===== src/logic/sspc_pkg.sv =====
// package: register map, field layouts, states and types of the serial port controller
`default_nettype none
package sspc_pkg;
  // register byte offsets
  localparam logic [7:0] OFF_CTRL = 8'h00;
  localparam logic [7:0] OFF_FCNT = 8'h04;
  localparam logic [7:0] OFF_EN = 8'h08;
  localparam logic [7:0] OFF_WIRE = 8'h0c;
  localparam logic [7:0] OFF_SSEL = 8'h10;
  localparam logic [7:0] OFF_DIV = 8'h14;
  localparam logic [7:0] OFF_TXT = 8'h18;
  localparam logic [7:0] OFF_RXT = 8'h1c;
  localparam logic [7:0] OFF_TXL = 8'h20;
  localparam logic [7:0] OFF_RXL = 8'h24;
  localparam logic [7:0] OFF_STAT = 8'h28;
  localparam logic [7:0] OFF_DATA = 8'h60;
  localparam logic [7:0] OFF_ROLE = 8'h64;
  // values after reset
  localparam logic [15:0] CTRL_RST = 16'h0007;
  localparam logic [15:0] HALF_RST = 16'h0000;
  localparam logic [1:0] ROLE_RST = 2'h0;
  // field widths
  localparam int LVL_W = 4;
  localparam int THR_W = 3;
  // bus responses
  localparam logic [1:0] RESP_OKAY = 2'h0;
  localparam logic [1:0] RESP_SLVERR = 2'h2;

  typedef enum logic [1:0] {
    TM_TXRX = 2'h0,
    TM_TXO = 2'h1,
    TM_RXO = 2'h2,
    TM_MEMRD = 2'h3
  } sspc_transfer_mode_sel_e;

  typedef enum logic [1:0] {
    FF_CLKPH = 2'h0,
    FF_PULSE = 2'h1,
    FF_CWORD = 2'h2,
    FF_RSVD = 2'h3
  } sspc_frf_e;

  // master engine states, gray along idle, setup, shift
  typedef enum logic [1:0] {
    ST_IDLE = 2'h0,
    ST_PRE = 2'h1,
    ST_SHIFT = 2'h3
  } sspc_state_e;

  // main control word, laid out as in the register
  typedef struct packed {
    logic [3:0] ctrl_word_len;
    logic loopback_test;
    logic slave_tx_disable;
    sspc_transfer_mode_sel_e transfer_mode_sel;
    logic clk_idle_polarity;
    logic clk_phase_sel;
    sspc_frf_e frame_format_sel;
    logic [3:0] frame_len_sel;
  } sspc_ctrl_s;

  typedef struct packed {
    logic handshake_enable;
    logic word_direction;
    logic sequential_sel;
  } sspc_wire_s;

  typedef struct packed {
    logic collision_error;
    logic tx_underrun_error;
    logic rx_full_flag;
    logic rx_nonempty_flag;
    logic tx_empty_flag;
    logic tx_notfull_flag;
    logic busy;
  } sspc_stat_s;
endpackage
`default_nettype wire


===== src/logic/sspc_top.sv =====
// serial port controller: axi4-lite registers, fifos, master and slave serial engines
//
// Added by the designer: register access over AXI4-Lite.
`default_nettype none

////////////////////////////////////////////////////////////////////////////////
module sspc_fifo #(
  parameter int W = 32,
  parameter int DEPTH = 8,
  parameter int CW = 4
) (
  // clock and reset
  input wire logic aclk,
  input wire logic aresetn,
  // control
  input wire logic flush,
  input wire logic push,
  input wire logic [W-1:0] wdata,
  input wire logic pop,
  // state
  output logic [W-1:0] rdata,
  output logic [CW-1:0] count
);
  localparam int AW = $clog2(DEPTH);
  logic [W-1:0] mem_q [DEPTH];
  logic [AW-1:0] wp_q;
  logic [AW-1:0] rp_q;
  logic [CW-1:0] cnt_q;
  logic do_push;
  logic do_pop;

  // a push into a full fifo or a pop from an empty one is dropped
  assign do_push = push && (cnt_q != CW'(DEPTH));
  assign do_pop = pop && (cnt_q != '0);
  assign rdata = mem_q[rp_q];
  assign count = cnt_q;

  // storage needs no reset, the count guards it
  always_ff @(posedge aclk) begin
    if (do_push) begin
      mem_q[wp_q] <= wdata;
    end
  end

  // pointers wrap at depth, which need not be a power of two
  always_ff @(posedge aclk) begin
    if (!aresetn || flush) begin
      wp_q <= '0;
      rp_q <= '0;
      cnt_q <= '0;
    end else begin
      if (do_push) begin
        wp_q <= (wp_q == AW'(DEPTH - 1)) ? '0 : wp_q + 1'b1;
      end
      if (do_pop) begin
        rp_q <= (rp_q == AW'(DEPTH - 1)) ? '0 : rp_q + 1'b1;
      end
      cnt_q <= cnt_q + CW'(do_push) - CW'(do_pop);
    end
  end
endmodule

////////////////////////////////////////////////////////////////////////////////
module sspc_top #(
  parameter int DEPTH = 8,
  parameter int PORT_IDX = 0
) (
  // clock and reset
  input wire logic aclk,
  input wire logic aresetn,
  // axi4-lite write address and data
  input wire logic awvalid,
  output logic awready,
  input wire logic [7:0] awaddr,
  input wire logic wvalid,
  output logic wready,
  input wire logic [31:0] wdata,
  input wire logic [3:0] wstrb,
  // axi4-lite write response
  output logic bvalid,
  input wire logic bready,
  output logic [1:0] bresp,
  // axi4-lite read
  input wire logic arvalid,
  output logic arready,
  input wire logic [7:0] araddr,
  output logic rvalid,
  input wire logic rready,
  output logic [31:0] rdata,
  output logic [1:0] rresp,
  // serial pins, master role
  output logic m_sclk_o,
  output logic m_ss_n_o,
  output logic m_dout_o,
  input wire logic m_din_i,
  // serial pins, slave role
  input wire logic s_sclk_i,
  input wire logic s_ss_n_i,
  input wire logic s_din_i,
  output logic s_dout_o,
  output logic s_dout_oe_o,
  // fifo level flags
  output logic tx_below_thr_o,
  output logic rx_above_thr_o
);
  localparam int LW = sspc_pkg::LVL_W;
  // configuration
  sspc_pkg::sspc_ctrl_s ctrl_q;
  sspc_pkg::sspc_wire_s wire_q;
  logic [15:0] fcnt_q;
  logic [15:0] div_q;
  logic en_q;
  logic ssel_q;
  logic [2:0] txt_q;
  logic [2:0] rxt_q;
  logic [1:0] role_q;
  // bus slave
  logic awready_q, wready_q, bvalid_q, arready_q, rvalid_q;
  logic [7:0] awaddr_q;
  logic [31:0] wdata_q, rdata_q, wmask, wmerged;
  logic [3:0] wstrb_q;
  logic [1:0] bresp_q, rresp_q;
  logic wr_go, rd_go;
  logic [32:0] wview, rview;
  // fifos
  logic [31:0] tx_head, rx_head, rx_word, dmask;
  logic [LW-1:0] tx_cnt, rx_cnt;
  logic tx_push, rx_pop, eng_pop, eng_push;
  // synchronisers, stage 1 read only by stage 2
  logic sclk_s1, sclk_s2, sclk_s3, ss_s1, ss_s2, ss_s3;
  logic sdin_s1, sdin_s2, mdin_s1, mdin_s2;
  // engine
  sspc_pkg::sspc_state_e state_q, state_d;
  sspc_pkg::sspc_stat_s stat;
  logic [31:0] tx_sh_q, tx_sh_d, rx_sh_q, rx_sh_d;
  logic [5:0] nbits, samp_q, samp_d;
  logic [6:0] ecnt_q, ecnt_d;
  logic [16:0] frames_q, frames_d;
  logic [15:0] hp_q, hp_d, half_m1;
  logic first_q, first_d, sclk_q, sclk_d;
  logic cpol, cpha, cword, pulse, mst_on, slv_on, slv_sel, slv_sel_q, pfr_q;
  logic m_tick, edge_ev, lead, sample, shift, s_end, rx_ok, tx_use, rx_in;
  logic urun_set, collision_error_set, urun_q, collision_error_q;
  logic [4:0] bit_idx;

  // register view; bit 32 marks a mapped offset
  function automatic logic [32:0] reg_word(input logic [7:0] a);
    case (a)
      sspc_pkg::OFF_CTRL: reg_word = {1'h1, 16'h0, ctrl_q};
      sspc_pkg::OFF_FCNT: reg_word = {1'h1, 16'h0, fcnt_q};
      sspc_pkg::OFF_EN: reg_word = {1'h1, 31'h0, en_q};
      sspc_pkg::OFF_WIRE: reg_word = {1'h1, 29'h0, wire_q};
      sspc_pkg::OFF_SSEL: reg_word = {1'h1, 31'h0, ssel_q};
      sspc_pkg::OFF_DIV: reg_word = {1'h1, 16'h0, div_q};
      sspc_pkg::OFF_TXT: reg_word = {1'h1, 29'h0, txt_q};
      sspc_pkg::OFF_RXT: reg_word = {1'h1, 29'h0, rxt_q};
      sspc_pkg::OFF_TXL: reg_word = {1'h1, 28'h0, tx_cnt};
      sspc_pkg::OFF_RXL: reg_word = {1'h1, 28'h0, rx_cnt};
      sspc_pkg::OFF_STAT: reg_word = {1'h1, 25'h0, stat};
      sspc_pkg::OFF_DATA: reg_word = {1'h1, rx_head};
      sspc_pkg::OFF_ROLE: reg_word = {1'h1, 30'h0, role_q};
      default: reg_word = 33'h0;
    endcase
  endfunction

  ////////////////////////////////////////////////////////////////////////////////
  // bus slave: address and data are held until both are in, then one response
  assign wr_go = !awready_q && !wready_q && !bvalid_q;
  assign rd_go = arvalid && arready_q;

  // byte strobes merge the new data into the current value
  always_comb begin
    wview = reg_word(awaddr_q);
    rview = reg_word(araddr);
    for (int i = 0; i < 4; i++) begin
      wmask[8*i+:8] = {8{wstrb_q[i]}};
    end
    wmerged = (wview[31:0] & ~wmask) | (wdata_q & wmask);
  end

  always_ff @(posedge aclk) begin
    if (!aresetn) begin
      awready_q <= 1'h1;
      wready_q <= 1'h1;
      bvalid_q <= 1'h0;
      bresp_q <= sspc_pkg::RESP_OKAY;
      awaddr_q <= 8'h0;
      wdata_q <= 32'h0;
      wstrb_q <= 4'h0;
    end else begin
      if (awvalid && awready_q) begin
        awready_q <= 1'h0;
        awaddr_q <= awaddr;
      end
      if (wvalid && wready_q) begin
        wready_q <= 1'h0;
        wdata_q <= wdata;
        wstrb_q <= wstrb;
      end
      if (wr_go) begin
        bvalid_q <= 1'h1;
        bresp_q <= wview[32] ? sspc_pkg::RESP_OKAY : sspc_pkg::RESP_SLVERR;
      end
      if (bvalid_q && bready) begin
        bvalid_q <= 1'h0;
        awready_q <= 1'h1;
        wready_q <= 1'h1;
      end
    end
  end

  // read data is captured at the address handshake
  always_ff @(posedge aclk) begin
    if (!aresetn) begin
      arready_q <= 1'h1;
      rvalid_q <= 1'h0;
      rdata_q <= 32'h0;
      rresp_q <= sspc_pkg::RESP_OKAY;
    end else if (rd_go) begin
      arready_q <= 1'h0;
      rvalid_q <= 1'h1;
      rdata_q <= rview[31:0];
      rresp_q <= rview[32] ? sspc_pkg::RESP_OKAY : sspc_pkg::RESP_SLVERR;
    end else if (rvalid_q && rready) begin
      rvalid_q <= 1'h0;
      arready_q <= 1'h1;
    end
  end

  // configuration registers
  always_ff @(posedge aclk) begin
    if (!aresetn) begin
      ctrl_q <= sspc_pkg::sspc_ctrl_s'(sspc_pkg::CTRL_RST);
      wire_q <= '0;
      fcnt_q <= 16'h0;
      div_q <= 16'h0;
      en_q <= 1'h0;
      ssel_q <= 1'h0;
      txt_q <= 3'h0;
      rxt_q <= 3'h0;
      role_q <= sspc_pkg::ROLE_RST;
    end else if (wr_go) begin
      case (awaddr_q)
        sspc_pkg::OFF_CTRL: ctrl_q <= sspc_pkg::sspc_ctrl_s'(wmerged[15:0]);
        sspc_pkg::OFF_FCNT: fcnt_q <= wmerged[15:0];
        sspc_pkg::OFF_EN: en_q <= wmerged[0];
        sspc_pkg::OFF_WIRE: wire_q <= sspc_pkg::sspc_wire_s'(wmerged[2:0]);
        sspc_pkg::OFF_SSEL: ssel_q <= wmerged[0];
        sspc_pkg::OFF_DIV: div_q <= wmerged[15:0];
        sspc_pkg::OFF_TXT: txt_q <= wmerged[2:0];
        sspc_pkg::OFF_RXT: rxt_q <= wmerged[2:0];
        sspc_pkg::OFF_ROLE: role_q <= wmerged[1:0];
        default: ;
      endcase
    end
  end

  ////////////////////////////////////////////////////////////////////////////////
  // fifos, flushed while the controller is off
  assign tx_push = wr_go && (awaddr_q == sspc_pkg::OFF_DATA) && en_q;
  assign rx_pop = rd_go && (araddr == sspc_pkg::OFF_DATA);
  assign dmask = ~(32'hffff_ffff << (5'(ctrl_q.frame_len_sel) + 5'h1));
  assign rx_word = rx_sh_d & dmask;

  sspc_fifo #(.W(32), .DEPTH(DEPTH), .CW(LW)) u_txf (
    .aclk(aclk),
    .aresetn(aresetn),
    .flush(!en_q),
    .push(tx_push),
    .wdata(wdata_q),
    .pop(eng_pop),
    .rdata(tx_head),
    .count(tx_cnt)
  );

  sspc_fifo #(.W(32), .DEPTH(DEPTH), .CW(LW)) u_rxf (
    .aclk(aclk),
    .aresetn(aresetn),
    .flush(!en_q),
    .push(eng_push),
    .wdata(rx_word),
    .pop(rx_pop),
    .rdata(rx_head),
    .count(rx_cnt)
  );

  // pin inputs pass two flops; a third flop gives the slave clock edge
  always_ff @(posedge aclk) begin
    if (!aresetn) begin
      {sclk_s1, sclk_s2, sclk_s3} <= 3'h0;
      {ss_s1, ss_s2, ss_s3} <= 3'h7;
      {sdin_s1, sdin_s2, mdin_s1, mdin_s2} <= 4'h0;
    end else begin
      {sclk_s1, sclk_s2, sclk_s3} <= {s_sclk_i, sclk_s1, sclk_s2};
      {ss_s1, ss_s2, ss_s3} <= {s_ss_n_i, ss_s1, ss_s2};
      {sdin_s1, sdin_s2, mdin_s1, mdin_s2} <= {s_din_i, sdin_s1, m_din_i, mdin_s1};
    end
  end

  ////////////////////////////////////////////////////////////////////////////////
  // format decode; the reserved format code behaves as clock-phase format
  always_comb begin
    cword = ctrl_q.frame_format_sel == sspc_pkg::FF_CWORD;
    pulse = ctrl_q.frame_format_sel == sspc_pkg::FF_PULSE;
    cpol = ctrl_q.clk_idle_polarity;
    cpha = ctrl_q.clk_phase_sel;
    nbits = {2'h0, ctrl_q.frame_len_sel} + 6'h1;
    if (cword) begin
      cpol = 1'h0;
      cpha = 1'h0;
      nbits = {2'h0, ctrl_q.ctrl_word_len} + {2'h0, ctrl_q.frame_len_sel} + 6'h2;
    end else if (pulse) begin
      cpol = 1'h0;
      cpha = 1'h1;
    end
  end

  // one role at a time; the other engine is held idle
  assign mst_on = en_q && role_q[PORT_IDX];
  assign slv_on = en_q && !role_q[PORT_IDX];
  assign slv_sel = slv_on && (pulse ? pfr_q : !ss_s2);
  // divider halves give the two clock phases; below 2 runs at half aclk
  assign half_m1 = (div_q[15:1] == 15'h0) ? sspc_pkg::HALF_RST : {1'h0, div_q[15:1]} - 16'h1;
  assign m_tick = (state_q != sspc_pkg::ST_IDLE) && (hp_q == half_m1);
  assign edge_ev = mst_on ? (m_tick && state_q == sspc_pkg::ST_SHIFT)
                          : (slv_sel && slv_sel_q && (sclk_s2 != sclk_s3));
  assign lead = mst_on ? (sclk_q == cpol) : (sclk_s3 == cpol);
  // phase 0 samples on the leading edge, phase 1 on the trailing one
  assign sample = edge_ev && (lead ^ cpha);
  assign shift = edge_ev && !(lead ^ cpha) && (samp_q != 6'h0);
  assign s_end = !mst_on && sample && (samp_q == nbits - 6'h1);
  assign bit_idx = 5'(nbits - 6'h1);
  assign rx_in = ctrl_q.loopback_test ? tx_sh_q[bit_idx]
                                      : (mst_on ? mdin_s2 : sdin_s2);
  // no receive push in transmit-only, memory-read command frame, or outgoing word
  assign rx_ok = (ctrl_q.transfer_mode_sel != sspc_pkg::TM_TXO)
              && !(ctrl_q.transfer_mode_sel == sspc_pkg::TM_MEMRD && first_q)
              && !(cword && wire_q.word_direction);
  assign tx_use = ctrl_q.transfer_mode_sel == sspc_pkg::TM_TXRX
               || ctrl_q.transfer_mode_sel == sspc_pkg::TM_TXO;

  // engine next state: shifters, counters and master sequencing
  always_comb begin
    state_d = state_q;
    tx_sh_d = tx_sh_q;
    rx_sh_d = rx_sh_q;
    samp_d = samp_q;
    ecnt_d = ecnt_q;
    frames_d = frames_q;
    first_d = first_q;
    sclk_d = sclk_q;
    hp_d = hp_q + 16'h1;
    eng_pop = 1'h0;
    eng_push = 1'h0;
    urun_set = 1'h0;
    if (sample) begin
      rx_sh_d = {rx_sh_q[30:0], rx_in};
      samp_d = samp_q + 6'h1;
    end
    if (shift) begin
      tx_sh_d = {tx_sh_q[30:0], 1'h0};
    end
    if (mst_on) begin
      case (state_q)
        sspc_pkg::ST_IDLE: begin
          sclk_d = cpol;
          hp_d = 16'h0;
          // a written entry starts a burst; in receive-only mode it is a dummy, in memory-read mode it is the command
          if (tx_cnt != '0) begin
            eng_pop = 1'h1;
            tx_sh_d = tx_head;
            first_d = 1'h1;
            frames_d = {1'h0, fcnt_q} + 17'h1;
            samp_d = 6'h0;
            ecnt_d = 7'h0;
            state_d = sspc_pkg::ST_PRE;
          end
        end
        sspc_pkg::ST_PRE: begin
          if (m_tick) begin
            hp_d = 16'h0;
            // handshake: the slave raises its data line when ready
            if (!(cword && wire_q.handshake_enable) || mdin_s2) begin
              state_d = sspc_pkg::ST_SHIFT;
            end
          end
        end
        sspc_pkg::ST_SHIFT: begin
          if (m_tick) begin
            hp_d = 16'h0;
            sclk_d = !sclk_q;
            ecnt_d = ecnt_q + 7'h1;
            if (ecnt_q == {nbits, 1'h0} - 7'h1) begin
              eng_push = rx_ok;
              first_d = 1'h0;
              samp_d = 6'h0;
              ecnt_d = 7'h0;
              if (ctrl_q.transfer_mode_sel == sspc_pkg::TM_RXO
                  || (ctrl_q.transfer_mode_sel == sspc_pkg::TM_MEMRD && !first_q)) begin
                frames_d = frames_q - 17'h1;
              end
              state_d = sspc_pkg::ST_IDLE;
              if (tx_use && tx_cnt != '0) begin
                eng_pop = 1'h1;
                tx_sh_d = tx_head;
                state_d = sspc_pkg::ST_PRE;
              end else if (!tx_use && frames_d != 17'h0) begin
                tx_sh_d = 32'h0;
                state_d = sspc_pkg::ST_PRE;
              end
            end
          end
        end
        default: state_d = sspc_pkg::ST_IDLE;
      endcase
    end else begin
      state_d = sspc_pkg::ST_IDLE;
      sclk_d = cpol;
      hp_d = 16'h0;
      if (!slv_sel) begin
        samp_d = 6'h0;
      end
      if (s_end) begin
        eng_push = rx_ok;
        samp_d = 6'h0;
      end
      // a new frame loads at select, or, outside frame-pulse format, right after the last sample
      if (slv_sel && (!slv_sel_q || (s_end && !pulse))) begin
        tx_sh_d = 32'h0;
        if (ctrl_q.transfer_mode_sel != sspc_pkg::TM_RXO) begin
          if (tx_cnt != '0) begin
            eng_pop = 1'h1;
            tx_sh_d = tx_head;
          end else begin
            urun_set = 1'h1;
          end
        end
      end
    end
  end

  // engine registers
  always_ff @(posedge aclk) begin
    if (!aresetn) begin
      state_q <= sspc_pkg::ST_IDLE;
      tx_sh_q <= 32'h0;
      rx_sh_q <= 32'h0;
      samp_q <= 6'h0;
      ecnt_q <= 7'h0;
      frames_q <= 17'h0;
      first_q <= 1'h0;
      sclk_q <= 1'h0;
      hp_q <= 16'h0;
      slv_sel_q <= 1'h0;
    end else begin
      state_q <= state_d;
      tx_sh_q <= tx_sh_d;
      rx_sh_q <= rx_sh_d;
      samp_q <= samp_d;
      ecnt_q <= ecnt_d;
      frames_q <= frames_d;
      first_q <= first_d;
      sclk_q <= sclk_d;
      hp_q <= hp_d;
      slv_sel_q <= slv_sel;
    end
  end

  // frame-pulse slave: frame opens when the high pulse on select ends
  always_ff @(posedge aclk) begin
    if (!aresetn) begin
      pfr_q <= 1'h0;
    end else if (!slv_on || !pulse || s_end) begin
      pfr_q <= 1'h0;
    end else if (ss_s3 && !ss_s2) begin
      pfr_q <= 1'h1;
    end
  end

  ////////////////////////////////////////////////////////////////////////////////
  // error flags: set wins over the clear that disabling the port gives
  assign collision_error_set = mst_on && (state_q != sspc_pkg::ST_IDLE) && !pulse && !ss_s2;
  always_ff @(posedge aclk) begin
    if (!aresetn) begin
      collision_error_q <= 1'h0;
      urun_q <= 1'h0;
    end else begin
      collision_error_q <= collision_error_set || (collision_error_q && en_q);
      urun_q <= urun_set || (urun_q && en_q);
    end
  end

  always_comb begin
    stat.collision_error = collision_error_q;
    stat.tx_underrun_error = urun_q;
    stat.rx_full_flag = rx_cnt == LW'(DEPTH);
    stat.rx_nonempty_flag = rx_cnt != '0;
    stat.tx_empty_flag = tx_cnt == '0;
    stat.tx_notfull_flag = tx_cnt != LW'(DEPTH);
    stat.busy = mst_on ? (state_q != sspc_pkg::ST_IDLE) : slv_sel;
  end

  // pins and flags, each straight from a flop; data follows next shifter value
  always_ff @(posedge aclk) begin
    if (!aresetn) begin
      m_sclk_o <= 1'h0;
      m_ss_n_o <= 1'h1;
      m_dout_o <= 1'h0;
      s_dout_o <= 1'h0;
      s_dout_oe_o <= 1'h0;
      tx_below_thr_o <= 1'h1;
      rx_above_thr_o <= 1'h1;
    end else begin
      m_sclk_o <= mst_on ? sclk_d : 1'h0;
      if (pulse) begin
        m_ss_n_o <= mst_on && ssel_q && (state_d == sspc_pkg::ST_PRE);
      end else begin
        m_ss_n_o <= !(mst_on && ssel_q && (state_d == sspc_pkg::ST_SHIFT
          || (state_d == sspc_pkg::ST_PRE && !(cword && !wire_q.sequential_sel))));
      end
      m_dout_o <= (mst_on && state_d != sspc_pkg::ST_IDLE) ? tx_sh_d[bit_idx] : 1'h0;
      s_dout_o <= tx_sh_d[bit_idx];
      s_dout_oe_o <= slv_sel && !ctrl_q.slave_tx_disable
                  && (ctrl_q.transfer_mode_sel != sspc_pkg::TM_RXO);
      tx_below_thr_o <= tx_cnt <= {1'h0, txt_q};
      rx_above_thr_o <= rx_cnt >= {1'h0, rxt_q};
    end
  end

  assign awready = awready_q;
  assign wready = wready_q;
  assign bvalid = bvalid_q;
  assign bresp = bresp_q;
  assign arready = arready_q;
  assign rvalid = rvalid_q;
  assign rdata = rdata_q;
  assign rresp = rresp_q;
endmodule
`default_nettype wire


===== config.mk =====
export PLATFORM = sky130hd
export DESIGN_NAME = sspc_top
export DESIGN_NICKNAME = d
export VERILOG_FILES = /design/src/logic/sspc_pkg.sv /design/src/logic/sspc_top.sv
export SDC_FILE = /design/constraint.sdc
export NUM_CORES = 1
export LEC_CHECK = 0
export BUFFER_PORTS_ARGS = -buffer_cell sky130_fd_sc_hd__buf_2
export CAP_MARGIN = 20
export CORE_AREA = 10 10 267 269
export CTS_BUF_LIST = sky130_fd_sc_hd__clkbuf_8
export DETAILED_ROUTE_END_ITERATION = 8
export DIE_AREA = 0 0 277 279
export MAX_ROUTING_LAYER = met4
export PLACE_DENSITY = 0.76
export SLEW_MARGIN = 40
export SYNTH_ARGS = -nofsm -noshare
export SYNTH_HDL_FRONTEND = slang
export SYNTH_SLANG_ARGS = --single-unit

===== constraint.sdc =====
create_clock -name aclk -period 8.5 [get_ports aclk]
set_input_delay 0.85 -clock aclk [delete_from_list [all_inputs] [get_ports aclk]]
set_output_delay 0.85 -clock aclk [all_outputs]
set_load 0.05 [all_outputs]

==> results of run 1 <==
-- power breakdown --
part           switching [mW]  total [mW]  internal (mW)
Combinational           0.207       0.291         0.0844
Sequential             0.0401        4.18           4.14
Clock                    1.58        3.32           1.74
-- stage by stage --
step / instance area [µm²] / std cells / util / total power [mW]
after floorplan: 35900 / 2926 / - / 4.43
after global placement: 37300 / 3767 / 0.569 / 4.54
after detailed placement: 37400 / 3767 / 0.570 / 4.55
after CTS: 40000 / 4016 / 0.610 / 7.85
after global routing: 40100 / 4018 / 0.611 / 8.07
final: 40100 / 4019 / 0.611 / 7.80
-- cells in the final DEF, fill, tap and decap left out, types with 39 or more instances in the layout --
cell type	n
edfxtp_1	504
dfxtp_1	296
nor2_1	293
nand2_1	262
a21oi_1	209
clkbuf_8	150
mux4_2	135
mux2i_1	119
inv_1	106
buf_2	105
o21ai_0	70
nand3_1	61
a22oi_1	53
nor3_1	48
ha_1	48
buf_4	45
and2_1	39
-- path summary, 6_finish.rpt --
kind	slack, ns	to	start
min reg2reg	0.44	ss_s2	ss_s1
max reg2reg	2.09	u_txf.count[2]	ctrl_q[4]
min	0.26	ss_s1	s_ss_n_i
max	2.09	u_txf.count[2]	ctrl_q[4]
-- flip-flops by register name (all words and copies together) (netlist names), 3 cells and up, named ones only --
signal       cells
u_rxf.mem_q    248
u_txf.count      4
ctrl_q          16
txt_q            3
fcnt_q          16
ecnt_q           7
wdata_q         32
tx_sh_q         32
u_txf.rp_q       3
u_rxf.count      4
hp_q            16
awaddr_q         8
frames_q        17
wire_q           3
rxt_q            3
u_rxf.wp_q       3
u_txf.mem_q    256
u_rxf.rp_q       3
rx_sh_q         31
samp_q           6
div_q           16
u_txf.wp_q       3
rdata           31
-- worst reg2reg max path: stages, from the launching register on --
cell and delay, ns:
dfxtp_1 0.56, nand2b_1 0.55, a21oi_1 0.16, buf_4 0.23, clkinv_1 0.06, buf_4 0.33, ha_1 0.28, nor2b_1 0.38
mux2_2 0.29, a31oi_1 0.18, or4_1 0.47, nand4_1 0.17, nand3_1 0.28, nor4_4 0.62, nor2_1 0.11, inv_1 0.37
ha_1 0.32, inv_1 0.06, ha_1 0.17, inv_1 0.06, fa_1 0.40, xor2_1 0.18, nor2_1 0.05
-- cell type report --
| class | instances | area, µm² | share of cell area |
|---|---|---|---|
| sequential | 805 | 21200 | 0.528 |
| clock buffer | 150 | 2060 | 0.0515 |
| antenna | 3 | 7.51 | 0.000187 |
| tap | 864 | 1080 | 0.0269 |
| timing repair buffer | 154 | 908 | 0.0226 |
| multi-input combinational | 1879 | 14100 | 0.350 |
| clock inverter | 99 | 577 | 0.0144 |
| inverter | 65 | 249 | 0.00621 |
-- routing by layer --
layer | share of wire | wire, µm | vias to the layer above
li1 | - | - | 11312
met1 | 0.41 | 39600 | 12546
met2 | 0.48 | 46400 | 1101
met3 | 0.086 | 8400 | 190
met4 | 0.030 | 2940 | 0
met5 | 0 | 0 | -
-- kinds of logic after synthesis --
kind of cell    share of synthesized area
simple gates                        0.119
flops                               0.589
compound gates                     0.0989
mux                                 0.129
buf+inv                            0.0267
xor+xnor                           0.0187
fa+ha+maj                          0.0190
other cells                      0.000104
==> impl_metrics.py, run 1 <==
metrics = {
    "run_status": {
        "status": "complete, no violations",
    },
    "route": {
        "drt-vias-per-instance": 6.26,
        "remaining_drc_errors": 0,
        "wire_per_inst_um": 24.2,
        "num_vias": 25149,
        "postRouteAntennaNets": 0,
        "wl_mm": 97.3,
        "drtPass1Iterations": 8,
        "drt_iter0_markers": 2853,
    },
    "cts": {
        "cts_tree": "built",
        "cts_hold_buffers": 0,
        "cts_buffers": 134,
        "clkTransAtPathRegs_ns": 0.06,
        "cts-htree-levels": 4,
        "ctsResizeCount": 0,
        "clk_latency_ns": 0.81,
        "cts_setup_buffers": 0,
        "numClockSinks": 805,
        "cts_root_buffer": "clkbuf_8",
        "cts_buffer_depth": 3,
    },
    "die": {
        "start_util": 0.548,
        "die_h_um": 279,
        "core_region_area_um2": 65600,
        "die_area_um2": 77300,
        "fp.dieW_um": 277,
        "io_pins": 111,
        "rows": 94,
    },
    "sta": {
        "max_freq_mhz": 156,
        "setup_ws_ns": 2.09,
        "whs_ns": 0.257,
        "maxSlewHeadroom": 0.334,
        "rsz0062_at_grt": "false",
        "drv_slew": 0,
        "finalCriticalPeriod_ns": 6.41,
        "setup_viol": 0,
        "fin_crit_sh": 0.754,
        "finalClockSkew_ns": 0.0516,
        "worst_pin_slew_ns": 0.988,
        "fin_setup_tns_ns": 0,
        "hold_violations": 0,
    },
    "critical_path": {
        "path_cells": "nand2b_1 > a21oi_1 > buf_4 > clkinv_1 > buf_4 > ha_1 > nor2b_1 > mux2_2 > a31oi_1 > or4_1 > nand4_1 > nand3_1 > nor4_4 > nor2_1 > inv_1 > ha_1 > inv_1 > ha_1 > inv_1 > fa_1 > xor2_1 > nor2_1",
        "cpLargestDelayFamily": "simple AND/OR/NAND/NOR gates",
        "critical_path_cell_count": 22,
        "worstSetupEndpointType": "flop",
        "path_buf_inv": 6,
        "cp_slowest_cell": "nor4_4",
        "r2r_cells": 22,
        "crit_required_ns": 9.18,
        "crit_type": "flop to flop",
        "cpPeakStageDelay_ns": 0.62,
        "critPathLaunchType": "flop",
        "cp_max_fo": 23,
        "arrival_ns": 7.09,
    },
    "placed_design": {
        "numPortBuffers": 105,
        "gp_congestion": 0.962,
        "place_ws_ns": 2.26,
        "dpl.hpwl_mm": 63.3,
    },
    "synthesis": {
        "synth_flop_cell": "edfxtp_1",
        "yosysSeqAreaShare": 0.589,
        "syn_inst": 2924,
        "ys_top_cells_by_count": "504 x edfxtp_1, 301 x dfxtp_1, 298 x nor2_1, 263 x nand2_1, 213 x a21oi_1",
        "synth_top_area_frac": 0.421,
        "synth_edf_count": 504,
        "synth_warnings": 0,
        "yosysUniqueCellTypes": 89,
        "ys_seq_elements": 805,
        "async_reset_ff_frac": 0,
        "synth_top_area_cell": "edfxtp_1",
        "netlist_area_um2": 35900,
        "avgSynthCellArea_um2": 12.3,
        "yosysMostFrequentCell": "edfxtp_1",
        "netlist_top_cells_area": "edfxtp_1 42%, dfxtp_1 17%, mux4_2 8.5%",
    },
    "job": {
        "max_cap_violations": 0,
    },
    "global_routing": {
        "grt_pass1_vias": 24774,
        "track_usage": 0.252,
        "grt_util_met1": 0.314,
        "grt-ovfl-total": 0,
        "grt_start_max_net_pins": 82,
        "gr-usage-met2": 0.392,
        "grt_busiest_layer": "met2",
        "grt_pass1_wl_mm": 147,
        "grtUsageMet3": 0.0631,
        "antenna_found_initial": 3,
    },
    "pwr": {
        "peakVddDrop_mv": 0.203,
        "p_leak_nw": 13.8,
        "p_per_area_nw_per_um2": 194,
    },
    "finish": {
        "fin_nets": 3154,
        "area_delta_synth_final_pct": 11.6,
        "layout-drive-gt1-share": 0.183,
        "nFillCells": 5008,
    },
    "hold_path": {
        "hold_depth": 2,
        "hold_path.class": "input pin to flop",
    },
}
No activity file was read; power rests on OpenSTA's default activity.
==> inputs of run 2 (changes only) <==
==> constraint.sdc (replaced) <==
create_clock -name aclk -period 5.5 [get_ports aclk]
set_input_delay 0.55 -clock aclk [delete_from_list [all_inputs] [get_ports aclk]]
set_output_delay 0.55 -clock aclk [all_outputs]
set_load 0.05 [all_outputs]
==> run 2 against run 1 <==
Net effect: die area unchanged; non-clock buffer count increased by 115; largest power group unchanged; utilization increased by 1.8 points; total power increased by 57%; clock skew decreased by 0.011 ns; sequential share of layout area decreased by 1.5 points; hold slack got worse by 0.21 ns; count of clock-buffer cells in the layout decreased by 2; global-route usage increased by 1.4 points; highest routed layer unchanged; routed wire length increased by 4.9%; combinational power increased by 68%.
==> impl_metrics.py, run 2 (synthesis results as in run 1) <==
metrics = {
    "run_status": {
        "status": "complete, no violations",
    },
    "die": {
        "core_region_area_um2": 65600,
        "die_h_um": 279,
        "die_area_um2": 77300,
        "io_pins": 111,
        "start_util": 0.548,
        "rows": 94,
        "fp.dieW_um": 277,
    },
    "pwr": {
        "p_sw_mw": 2.93,
        "p_per_area_nw_per_um2": 296,
        "pwr-share-clk": 0.431,
        "switching_share": 0.239,
        "pwr-share-seq": 0.529,
        "cell_internal_pwr_mw": 9.29,
        "comb_power_share": 0.040,
        "peakVddDrop_mv": 0.323,
        "p_total_mw": 12.2,
        "p_leak_nw": 14.3,
    },
    "global_routing": {
        "grt-ovfl-total": 0,
        "grt_start_max_net_pins": 114,
        "grt_pass1_wl_mm": 155,
        "grt_pass1_vias": 25796,
        "antenna_found_initial": 9,
        "track_usage": 0.266,
    },
    "placed_design": {
        "gp_congestion": 0.966,
        "numPortBuffers": 105,
        "dp_cells": 3842,
        "dpl.hpwl_mm": 68.2,
    },
    "sta": {
        "fin_setup_tns_ns": 0,
        "hold_violations": 0,
        "finalCriticalPeriod_ns": 5.33,
        "drv_slew": 0,
        "maxSlewHeadroom": 0.430,
        "rsz0062_at_grt": "false",
        "worst_pin_slew_ns": 0.851,
        "finalClockSkew_ns": 0.0405,
        "fin_crit_sh": 0.969,
        "setup_viol": 0,
        "max_freq_mhz": 188,
    },
    "job": {
        "max_cap_violations": 0,
    },
    "route": {
        "wl_mm": 102,
        "num_vias": 25765,
        "drt-vias-per-instance": 6.22,
        "drtPass1Iterations": 6,
        "drt_iter0_markers": 2980,
        "remaining_drc_errors": 0,
        "wire_per_inst_um": 24.7,
        "postRouteAntennaNets": 0,
    },
    "cts": {
        "cts_buffer_depth": 3,
        "cts_root_buffer": "clkbuf_8",
        "cts_tree": "built",
        "cts-htree-levels": 4,
        "clk_latency_ns": 0.83,
        "numClockSinks": 805,
        "cts_buffers": 135,
        "cts_setup_buffers": 0,
        "clkTransAtPathRegs_ns": 0.06,
    },
    "finish": {
        "fin_cells": 4139,
        "largest-register": "u_txf.mem_q",
        "nFillCells": 4849,
        "largest_reg_flops": 256,
        "layout-drive-gt1-share": 0.200,
        "top_regs": "u_txf.mem_q x256, u_rxf.mem_q x248",
        "final_cell_mix": "504 x edfxtp_1, 295 x dfxtp_1, 293 x nor2_1",
        "fin_nets": 3271,
        "area_delta_synth_final_pct": 15.0,
        "final_common_cell": "edfxtp_1",
    },
    "critical_path": {
        "cpPeakStageDelay_ns": 0.80,
        "crit_required_ns": 6.18,
        "cp_max_fo": 7,
        "arrival_ns": 6.01,
        "crit_type": "flop to flop",
        "worstSetupEndpointType": "flop",
        "path_cells": "inv_1 > ha_1 > inv_1 > ha_1 > fa_1 > nor2b_1 > mux2_2 > and2_1 > or4_1 > nand4_1 > nand3_2 > or4_2 > a21oi_1 > o22ai_1 > mux4_2 > and2_1 > o2111ai_2 > a21oi_1",
        "critPathLaunchType": "flop",
        "cp_slowest_cell": "or4_2",
    },
    "hold_path": {
        "hold_path.class": "input pin to flop",
    },
}
[run 2: cell count changes in the layout (fill, tap and decap cells not counted), moves of 3 or more]
cell / change
buf_4: +66
dlygate4sd3_1: +40
clkinv_1: -13
buf_12: +11
diode_2: +7
inv_1: +7
buf_6: -4
nor3b_2: -4
nor3b_4: +3
[run 2: cell type report]
class | count | area [µm²] | area share
sequential | 805 | 21200 | 0.513
multi-input combinational | 1880 | 14100 | 0.341
clock buffer | 148 | 2040 | 0.0493
timing repair buffer | 269 | 2020 | 0.0489
tap | 864 | 1080 | 0.0262
clock inverter | 98 | 644 | 0.0156
inverter | 65 | 250 | 0.00606
antenna | 10 | 25.0 | 0.000606
[run 2: per-layer routing]
metal,up-vias,GRT usage,wire (µm)
li1,11538,-,-
met1,12840,0.336,41700
met2,1171,0.416,48600
met3,216,0.0581,8390
met4,0,0.101,3460
met5,-,-,0
[run 2: stage by stage]
stage / hold slack, ns / cell area (µm²) / util / worst slack [ns]
3_3_place_gp: 0.414 / 38000 / 0.580 / 0.349
5_1_grt: 0.0462 / 41300 / 0.629 / 0.0348
4_1_cts: 0.00422 / 41200 / 0.628 / 0.179
6_report: 0.0423 / 41300 / 0.630 / 0.169
2_1_floorplan: 0.386 / 36000 / - / 0.00250
3_5_place_dp: 0.413 / 38100 / 0.581 / 0.200
[run 2: worst paths after layout]
check,slack (ns),startpoint,endpoint,cells past startpoint
worst max-delay path,0.17,ctrl_q[13],m_dout_o,18
worst min-delay path,0.04,rready,rvalid,3
worst max register to register,0.17,ctrl_q[13],m_dout_o,18
worst min register to register,0.43,ss_s1,ss_s2,1
[run 2: repair_timing]
action	CTS	global route
setup endpoints to repair	0	3
hold buffers	40	0
hold endpoints to repair	39	0
resized for setup	0	7
[run 2: worst max-delay path, delay by kind of cell, from the launching register on]
kind,cells,cell delay [ns]
compound gates,4,0.66
flops,1,0.40
simple gates,7,2.14
mux,2,0.79
buf+inv,2,0.11
fa+ha+maj,3,1.10
[run 2: power groups by stage]
stage / clock, mW / sequential (mW) / combinational (mW)
6_report: 5.26 / 6.47 / 0.489
5_1_grt: 5.63 / 6.47 / 0.521
4_1_cts: 5.33 / 6.46 / 0.471
3_5_place_dp: 0 / 6.59 / 0.445
3_3_place_gp: 0 / 6.59 / 0.439
2_1_floorplan: 0 / 6.58 / 0.261
